--- src/core/fpcs_pkg.sv ---
// Package for the four-phase core switch fabric: timing, phases and pulse bundle
package fpcs_pkg;
    // Clock rate and pulse widths
    localparam int unsigned CLK_PERIOD_NS  = 100;
    localparam int unsigned TRANSFER_NS    = 1000;
    localparam int unsigned READ_NS        = 2000;
    // Transfer width rounds down (longest time), at least one cycle
    localparam int unsigned TRANSFER_CYC   = (TRANSFER_NS / CLK_PERIOD_NS) < 1 ? 1 : (TRANSFER_NS / CLK_PERIOD_NS);
    localparam int unsigned READ_CYC       = 2 * TRANSFER_CYC;
    localparam int unsigned CNT_W          = 8;
    localparam logic [CNT_W-1:0] CNT_ZERO  = 8'h00;
    localparam logic [CNT_W-1:0] CNT_LAST  = 8'(TRANSFER_CYC - 1);
    localparam int unsigned NUM_PHASES     = 4;
    localparam int unsigned NUM_CELLS      = 4;

    typedef enum logic [1:0] {
        FPCS_PH0,
        FPCS_PH1,
        FPCS_PH2,
        FPCS_PH3
    } fpcs_phase_e;

    typedef struct packed {
        logic [3:0] transfer;
        logic [3:0] read;
    } fpcs_pulses_s;
endpackage

--- src/core/fpcs_cell.sv ---
// One magnetic switch storage cell: one bit with set, clear and read inputs
`timescale 1ns/1ps
`default_nettype none
module fpcs_cell (
    input  wire logic sys_clk,
    input  wire logic resetn,
    input  wire logic set_in,
    input  wire logic clear_in,
    input  wire logic read_in,
    input  wire logic read_first,
    output logic      bit_out,
    output logic      stored
);
    logic bit_r;
    logic bit_nxt;
    logic out_r;
    logic out_nxt;

    // Read start empties the cell; clear after set wins (inhibit) [RULE1] [RULE9] [RULE13]
    assign bit_nxt = read_first ? 1'b0 :
                     clear_in   ? 1'b0 :
                     set_in     ? 1'b1 : bit_r;
    // Output latched at read start, held through the read pulse [RULE2]
    assign out_nxt = read_first ? bit_r : (read_in ? out_r : 1'b0);

    always_ff @(posedge sys_clk or negedge resetn) begin
        if (!resetn) begin
            bit_r <= 1'b0; // [RULE14]
            out_r <= 1'b0;
        end else begin
            bit_r <= bit_nxt;
            out_r <= out_nxt;
        end
    end

    assign bit_out = out_r;
    assign stored  = bit_r;
endmodule
`default_nettype wire

--- src/core/fpcs_core.sv ---
// Four-phase pulse distributor driving a ring of core switch cells
// Operation
// RULE1: Each cell stores one bit with set, clear and read inputs.
// RULE2: Set or clear is remembered until read presents the bit onward.
// RULE3: Pulses reach all cells together in a repeating phase 0..3 cycle.
// RULE4: No two transfer pulse phases are ever active together.
// RULE5: Consecutive read pulses overlap by one microsecond.
// RULE6: Transfer lasts 1 us, read 2 us, read outlasts transfer by 1 us.
// RULE7: Transfer starts with its read pulse and fills its first half.
// RULE8: Reading a 1 with transfer sets destination and clears source.
// RULE9: Reading a 0 leaves destination 0 and source 0; reads destroy.
// RULE10: Destination holds 0 before transfer; transfer only sets.
// RULE11: Cell read at phase n accepts inputs only at n-2 and n-1.
// RULE12: No set or clear during phase n or n+1 of its read.
// RULE13: Inhibit: set one phase before clear, clear forces 0 before read.
// RULE14: Reset clears every cell and restarts distributor at phase 0.
`timescale 1ns/1ps
`default_nettype none
module fpcs_core (
    input  wire logic                  sys_clk,
    input  wire logic                  resetn,
    input  wire logic                  load_one,
    input  wire logic                  inhibit,
    output fpcs_pkg::fpcs_pulses_s     pulses,
    output logic [1:0]                 phase,
    output logic [3:0]                 cell_bits,
    output logic                       transfer_pulse_phase_one,
    output logic                       transfer_pulse_phase_three,
    output logic                       read_pulse_phase_one,
    output logic                       read_pulse_phase_three
);
    // ==========================================================
    // Pulse distributor
    // ==========================================================
    fpcs_pkg::fpcs_phase_e              phase_r;
    fpcs_pkg::fpcs_phase_e              phase_nxt;
    logic [fpcs_pkg::CNT_W-1:0]         cnt_r;
    logic [fpcs_pkg::CNT_W-1:0]         cnt_nxt;
    logic                               phase_end;
    logic [3:0]                         cur_onehot;
    logic [3:0]                         prev_onehot;
    logic [3:0]                         tp;
    logic [3:0]                         rp;
    logic [3:0]                         rp_first;
    logic                               load_one_s1_r;
    logic                               load_one_s2_r;
    logic                               inhibit_s1_r;
    logic                               inhibit_s2_r;

    assign phase_end = (cnt_r == fpcs_pkg::CNT_LAST);
    assign cnt_nxt   = phase_end ? fpcs_pkg::CNT_ZERO : cnt_r + 8'h01;

    always_comb begin
        case (phase_r)
            fpcs_pkg::FPCS_PH0: phase_nxt = fpcs_pkg::FPCS_PH1;
            fpcs_pkg::FPCS_PH1: phase_nxt = fpcs_pkg::FPCS_PH2;
            fpcs_pkg::FPCS_PH2: phase_nxt = fpcs_pkg::FPCS_PH3;
            fpcs_pkg::FPCS_PH3: phase_nxt = fpcs_pkg::FPCS_PH0; // [RULE3]
            default:            phase_nxt = fpcs_pkg::FPCS_PH0;
        endcase
    end

    // Slot counter: one slot is one transfer width
    always_ff @(posedge sys_clk or negedge resetn) begin
        if (!resetn) begin
            cnt_r <= fpcs_pkg::CNT_ZERO;
        end else begin
            cnt_r <= cnt_nxt;
        end
    end

    // Phase moves only at slot end, so every slot has the same length
    always_ff @(posedge sys_clk or negedge resetn) begin
        if (!resetn) begin
            phase_r <= fpcs_pkg::FPCS_PH0; // [RULE14]
        end else begin
            phase_r <= phase_end ? phase_nxt : phase_r;
        end
    end

    // Each phase slot is one transfer width; read covers its own slot and the next
    assign cur_onehot  = 4'h1 << phase_r;
    assign prev_onehot = {cur_onehot[0], cur_onehot[3:1]};
    // Only one slot active, so transfers never coincide [RULE4] [RULE6] [RULE7]
    assign tp          = cur_onehot;
    // Read of phase k spans slot k and k+1: 1 us overlap with next read [RULE5] [RULE6]
    assign rp          = cur_onehot | prev_onehot;
    // First cycle of a read empties the cell; later cycles only hold the output
    assign rp_first    = (cnt_r == fpcs_pkg::CNT_ZERO) ? cur_onehot : 4'h0;

    // ==========================================================
    // Outputs
    // ==========================================================
    assign pulses.transfer            = tp; // [RULE3]
    assign pulses.read                = rp;
    assign phase                      = phase_r;
    assign transfer_pulse_phase_one   = tp[1];
    assign transfer_pulse_phase_three = tp[3];
    assign read_pulse_phase_one       = rp[1];
    assign read_pulse_phase_three     = rp[3];

    // ==========================================================
    // Input synchronisers
    // ==========================================================
    // Only the second stage is read, the first may be metastable
    always_ff @(posedge sys_clk or negedge resetn) begin
        if (!resetn) begin
            load_one_s1_r <= 1'b0;
            load_one_s2_r <= 1'b0;
        end else begin
            load_one_s1_r <= load_one;
            load_one_s2_r <= load_one_s1_r;
        end
    end

    always_ff @(posedge sys_clk or negedge resetn) begin
        if (!resetn) begin
            inhibit_s1_r <= 1'b0;
            inhibit_s2_r <= 1'b0;
        end else begin
            inhibit_s1_r <= inhibit;
            inhibit_s2_r <= inhibit_s1_r;
        end
    end

    // ==========================================================
    // Cell ring: cell k is read at phase k, feeds cell k+1
    // ==========================================================
    logic [3:0] out_bits;
    logic [3:0] stored;
    logic [3:0] set_v;
    logic [3:0] clr_v;
    logic       ring_set_0;
    logic       load_set_0;

    // Set only at the sink's n-1 from the source read with transfer coincident [RULE8] [RULE11]
    // Sink was emptied by its own read three phases earlier, so it holds 0 [RULE10] [RULE12]
    assign set_v[1] = out_bits[0] & tp[0];
    assign set_v[2] = out_bits[1] & tp[1];
    assign set_v[3] = out_bits[2] & tp[2];
    // Ring closes through a real read of cell 3, so the source is emptied [RULE8]
    assign ring_set_0 = out_bits[3] & tp[3];
    // External load lands at n-2, ahead of the inhibit clear [RULE11] [RULE13]
    assign load_set_0 = load_one_s2_r & tp[2];
    assign set_v[0]   = ring_set_0 | load_set_0;
    // Clear wins over a same-cycle set, so inhibit also blocks the ring bit [RULE13]
    assign clr_v[0]   = tp[3] & inhibit_s2_r;
    assign clr_v[3:1] = 3'h0;

    // ==========================================================
    // Cell 0: read at phase 0
    // ==========================================================
    fpcs_cell fpcs_cell_0_inst (
        .sys_clk    (sys_clk),
        .resetn     (resetn),
        .set_in     (set_v[0]),
        .clear_in   (clr_v[0]),
        .read_in    (rp[0]),
        .read_first (rp_first[0]),
        .bit_out    (out_bits[0]),
        .stored     (stored[0])
    );

    // ==========================================================
    // Cell 1: read at phase 1
    // ==========================================================
    fpcs_cell fpcs_cell_1_inst (
        .sys_clk    (sys_clk),
        .resetn     (resetn),
        .set_in     (set_v[1]),
        .clear_in   (clr_v[1]),
        .read_in    (rp[1]),
        .read_first (rp_first[1]),
        .bit_out    (out_bits[1]),
        .stored     (stored[1])
    );

    // ==========================================================
    // Cell 2: read at phase 2
    // ==========================================================
    fpcs_cell fpcs_cell_2_inst (
        .sys_clk    (sys_clk),
        .resetn     (resetn),
        .set_in     (set_v[2]),
        .clear_in   (clr_v[2]),
        .read_in    (rp[2]),
        .read_first (rp_first[2]),
        .bit_out    (out_bits[2]),
        .stored     (stored[2])
    );

    // ==========================================================
    // Cell 3: read at phase 3, feeds cell 0
    // ==========================================================
    fpcs_cell fpcs_cell_3_inst (
        .sys_clk    (sys_clk),
        .resetn     (resetn),
        .set_in     (set_v[3]),
        .clear_in   (clr_v[3]),
        .read_in    (rp[3]),
        .read_first (rp_first[3]),
        .bit_out    (out_bits[3]),
        .stored     (stored[3])
    );

    // Stored bits come straight from the cell flip-flops
    assign cell_bits = stored;
endmodule
`default_nettype wire

--- config.mk ---
export PLATFORM = sky130hd
export DESIGN_NAME = fpcs_core
export DESIGN_NICKNAME = d
export VERILOG_FILES = /design/src/core/fpcs_pkg.sv /design/src/core/fpcs_cell.sv /design/src/core/fpcs_core.sv
export SDC_FILE = /design/constraint.sdc
export NUM_CORES = 1
export LEC_CHECK = 0
export BUFFER_PORTS_ARGS = -buffer_cell sky130_fd_sc_hd__buf_2
export CORE_MARGIN = 2
export CORE_UTILIZATION = 30
export DETAILED_ROUTE_END_ITERATION = 12
export GPL_TIMING_DRIVEN = 0
export SETUP_SLACK_MARGIN = 0.4
export SKIP_CTS_REPAIR_TIMING = 1
export SYNTH_ARGS = -nofsm -noshare
export SYNTH_HDL_FRONTEND = slang
export SYNTH_SLANG_ARGS = --single-unit
--- constraint.sdc ---
create_clock -name sys_clk -period 1.4 [get_ports sys_clk]
set_input_delay 0.42 -clock sys_clk [delete_from_list [all_inputs] [get_ports sys_clk]]
set_output_delay 0.42 -clock sys_clk [all_outputs]
set_load 0.01 [all_outputs]
==> impl_summary.txt <==
----------------------------------------------------
[Outcome]
  Result of the run ... finished with violations
  Failing checks ... negative setup slack

[Logic synthesis]
  Number of distinct library cells after synthesis ... 27
  Syn. warnings ... 0
  Dominant cells by area after synthesis ... sky130_fd_sc_hd__dfrtp_1, sky130_fd_sc_hd__ha_1, sky130_fd_sc_hd__buf_4
  Flip-flop and latch count after synthesis ... 22
  Post-synth top area cell ... sky130_fd_sc_hd__dfrtp_1
  Post-synthesis cell count ... 97
  Post-Syn Nets ... 108
  Sequential area share after synthesis ... roughly half
  Average cell area after synthesis ... between 10 and 15 um2
  Area of the mapped netlist ... 1102 um2
  Area share of the leading cell type in the synthesized netlist ... 49.94%

[Timing]
  Number of max-slew violations in the final report ... 0
  Worst Clk Skew ... 0.007517 ns
  Number of endpoints failing setup at the final stage ... 15
  Total count of hold-check failures in the final report ... 0
  Unrepaired setup endpoints after global routing ... yes
  Worst hold margin ... 0.1077 ns
  Slew of the pin with the lowest slew margin ... 0.4950 ns
  Maximum achievable frequency ... around 540 MHz
  Final period utilization ... 131.4%
  Worst-case setup margin in the final layout ... -0.4400 ns
  Max-slew headroom ... about two thirds
  Final period demand of the worst path ... 1.840 ns

[Worst setup path]
  CP Launch Type ... flip-flop
  Critical Path RT ... 0.98 ns
  Cell type with the highest occurrence count on the critical path ... sky130_fd_sc_hd__buf_6
  Delay of the slowest critical-path stage ... approximately 0.46 ns
  Crit end category ... primary output
  Critical path, cell by cell ... inv_4, ha_4, or2_4, buf_6, buf_6
  Arr. time, crit path ... 1.42 ns
  Largest fanout of any net on the critical path ... 5
  Type of the worst setup path ... flip-flop to primary output
  Critical-path top delay cell ... sky130_fd_sc_hd__dfrtp_2

[Clocking]
  Number of buffers between clock root and the deepest sink ... 2
  H-tree Lvls ... 1
  Total CTS buffers ... 3
  Clock Sink Count ... 22
  Clock transition at the registers of the reported paths ... ~0.080 ns
  Root buffer selected by CTS ... sky130_fd_sc_hd__clkbuf_8
  CTS tree ... done
  Clock latency reported for the late side of the worst-skew pair ... 0.27 ns

[Floorplan]
  Starting Density ... 30.57%
  Die ar. ... ~4200 um2
  Die height ... 64.62 um
  I/O pin count ... 22
  Total core area ... between 3000 and 4000 um2
  Horizontal die dimension ... 64.62 um
  Std-Cell Rows ... 22

[Route]
  Routed vias ... 871
  Overall routed net length ... ~2.5 mm
  Average routed wire per standard cell ... 12.72 um
  Post-route ant nets ... 0
  Drt first-iter violations ... 30
  Number of iterations in the first detailed-routing pass ... 4
  Via-to-Cell Ratio ... 4.490
  DR DRC count ... 0

[Power]
  Total leakage power ... 0.0008333 uW
  Power density over the cells ... about 580 nW/um2
  Largest vdd supply drop ... 0.2497 mV

[Final layout]
  Fraction of final layout cells sized beyond drive strength 1 ... around 67%
  Inserted Diodes ... 0
  Final #Nets ... 158
  Core Util, Final ... 51.39%
  Area grow syn2layout ... 68.10%

[Run]
  Reported max-cap violation count ... 0

[Global routing]
  Number of antenna violations at the first check in global routing ... 0
  Overflow left after global routing ... 0
  Maximum number of pins on one net before global-route repair ... 23
  Global-route wire length before repair ... around 3.6 mm
  Via count of the first global-routing pass ... 745
  GR Util All Layers ... 11.20%

[Placed design]
  Port buffer count ... 21
  GPL Wtd Cong ... 0.7034
  DP HPWL ... 1.556 mm

[Worst hold path]
  Class of the worst hold path ... input pin to async pin

----------------------------------------------------
## final cells by class
| cell class | count | area [um2] |
|---|---|---|
| Multi-Input combinational cell | 56 | 605.6 |
| Timing Repair Buffer | 45 | 415.4 |
| Fill cell | 331 | 1753 |
| Clock buffer | 4 | 45.04 |
| Tap cell | 48 | 60.06 |
| Inverter | 7 | 33.78 |
| Sequential cell | 22 | 558.0 |
| Buffer | 12 | 135.1 |
## routing by layer
layer | GRT usage (%) | part of all wire, % | vias to the layer above | wire [um]
met5 | 0 | 0 | - | 0
met4 | 6.383 | 2.3 | 0 | 57
met3 | 1.563 | 1.9 | 5 | 47
met2 | 17.06 | 50 | 15 | 1234
met1 | 15.21 | 46 | 427 | 1128
li1 | - | - | 424 | -
## worst paths after layout
| kind | startpoint | endpoint | slack, ns | cells after the start |
|---|---|---|---|---|
| max | phase[0] | pulses[2] | -0.44 | 5 |
| min | resetn | inhibit_s1_r | 0.11 | 1 |
| max reg2reg | cnt_r[1] | fpcs_cell_3_inst.bit_out | -0.04 | 5 |
| min reg2reg | load_one_s1_r | load_one_s2_r | 0.35 | 0 |
| max in group asynchronous | resetn | cnt_r[3] | 0.93 | 1 |
| min in group sys_clk | inhibit | inhibit_s1_r | 0.26 | 1 |
## cell families after synthesis
family,count (synthesis),synth area share (%)
compound gates,15,9.194
mux,3,2.838
flops,22,49.94
xor+xnor,5,3.973
simple gates,26,15.21
fa+ha+maj,7,7.945
buf+inv,19,10.90
## cells in the mapped netlist
| cell | instances |
|---|---|
| sky130_fd_sc_hd__and4_1 | 2 |
| sky130_fd_sc_hd__dfrtp_1 | 22 |
| sky130_fd_sc_hd__nand3_1 | 5 |
| sky130_fd_sc_hd__and2_2 | 1 |
| sky130_fd_sc_hd__a311oi_1 | 1 |
| sky130_fd_sc_hd__a21oi_1 | 6 |
| sky130_fd_sc_hd__nand4_1 | 2 |
| sky130_fd_sc_hd__mux2i_1 | 2 |
| sky130_fd_sc_hd__inv_1 | 7 |
| sky130_fd_sc_hd__nor4b_2 | 1 |
| sky130_fd_sc_hd__buf_6 | 1 |
| sky130_fd_sc_hd__or2_2 | 2 |
| sky130_fd_sc_hd__nand2_1 | 3 |
| sky130_fd_sc_hd__a31o_2 | 2 |
| sky130_fd_sc_hd__and3_1 | 1 |
| sky130_fd_sc_hd__ha_1 | 7 |
| sky130_fd_sc_hd__a31oi_1 | 2 |
| sky130_fd_sc_hd__nor3_4 | 1 |
| sky130_fd_sc_hd__buf_4 | 11 |
| sky130_fd_sc_hd__nor2b_1 | 1 |
| sky130_fd_sc_hd__o211ai_1 | 2 |
| sky130_fd_sc_hd__a221oi_1 | 2 |
| sky130_fd_sc_hd__and3_2 | 1 |
| sky130_fd_sc_hd__xnor2_1 | 5 |
| sky130_fd_sc_hd__nand3b_1 | 2 |
| sky130_fd_sc_hd__mux2_2 | 1 |
| sky130_fd_sc_hd__nor2_1 | 4 |
## sequential cells by signal, indices dropped and copies added, names as in the netlist
| name | flops |
|---|---|
| cnt_r | 8 |
| phase | 2 |
| fpcs_cell_0_inst.bit_out | 1 |
| fpcs_cell_0_inst.stored | 1 |
| fpcs_cell_1_inst.bit_out | 1 |
| fpcs_cell_1_inst.stored | 1 |
| fpcs_cell_2_inst.bit_out | 1 |
| fpcs_cell_2_inst.stored | 1 |
| fpcs_cell_3_inst.bit_out | 1 |
| fpcs_cell_3_inst.stored | 1 |
| inhibit_s1_r | 1 |
| inhibit_s2_r | 1 |
| load_one_s1_r | 1 |
| load_one_s2_r | 1 |
## where the power goes
| group | switching, uW | total (uW) | internal (uW) | leakage, uW |
|---|---|---|---|---|
| Sequential | 2.55 | 643 | 641 | 0.000282 |
| Clock | 210 | 413 | 203 | 0.0000228 |
| Combinational | 13.3 | 17.5 | 4.25 | 0.000528 |
## worst max-delay path, delay by kind of cell, from the launching register on
| kind | cells | cell delay (ns) |
|---|---|---|
| AND/OR/NAND/NOR | 1 | 0.23 |
| buffers and inverters | 3 | 0.29 |
| flip-flops | 1 | 0.46 |
| adder cells (fa/ha/maj) | 1 | 0.18 |
## cells in the final DEF, fill, tap and decap left out, types with 3 or more instances in the layout
cell                        n
sky130_fd_sc_hd__a21oi_1    3
sky130_fd_sc_hd__a21oi_2    3
sky130_fd_sc_hd__buf_2      5
sky130_fd_sc_hd__buf_4     16
sky130_fd_sc_hd__buf_6     36
sky130_fd_sc_hd__clkbuf_8   3
sky130_fd_sc_hd__dfrtp_1   16
sky130_fd_sc_hd__dfrtp_2    6
sky130_fd_sc_hd__ha_4       7
sky130_fd_sc_hd__inv_4      3
sky130_fd_sc_hd__nand2_1    3
sky130_fd_sc_hd__nand3_2    3
sky130_fd_sc_hd__nor2_1     4
sky130_fd_sc_hd__xnor2_1    4
## stage by stage
stage / setup WS [ns] / total power (uW) / TNS, ns / instance area (um2) / instances
2_1_floorplan: -0.07547 / 655.9 / -0.1685 / 1205 / 97
3_3_place_gp: -0.1781 / 673.3 / -0.7925 / 1370 / 166
3_5_place_dp: -0.1938 / 673.7 / -0.9309 / 1370 / 166
4_1_cts: -0.4923 / 1082 / -4.134 / 1415 / 170
5_1_grt: -0.4787 / 1117 / -4.397 / 1853 / 194
6_report: -0.4400 / 1074 / -3.623 / 1853 / 194
No activity file was read; power rests on OpenSTA's default activity.
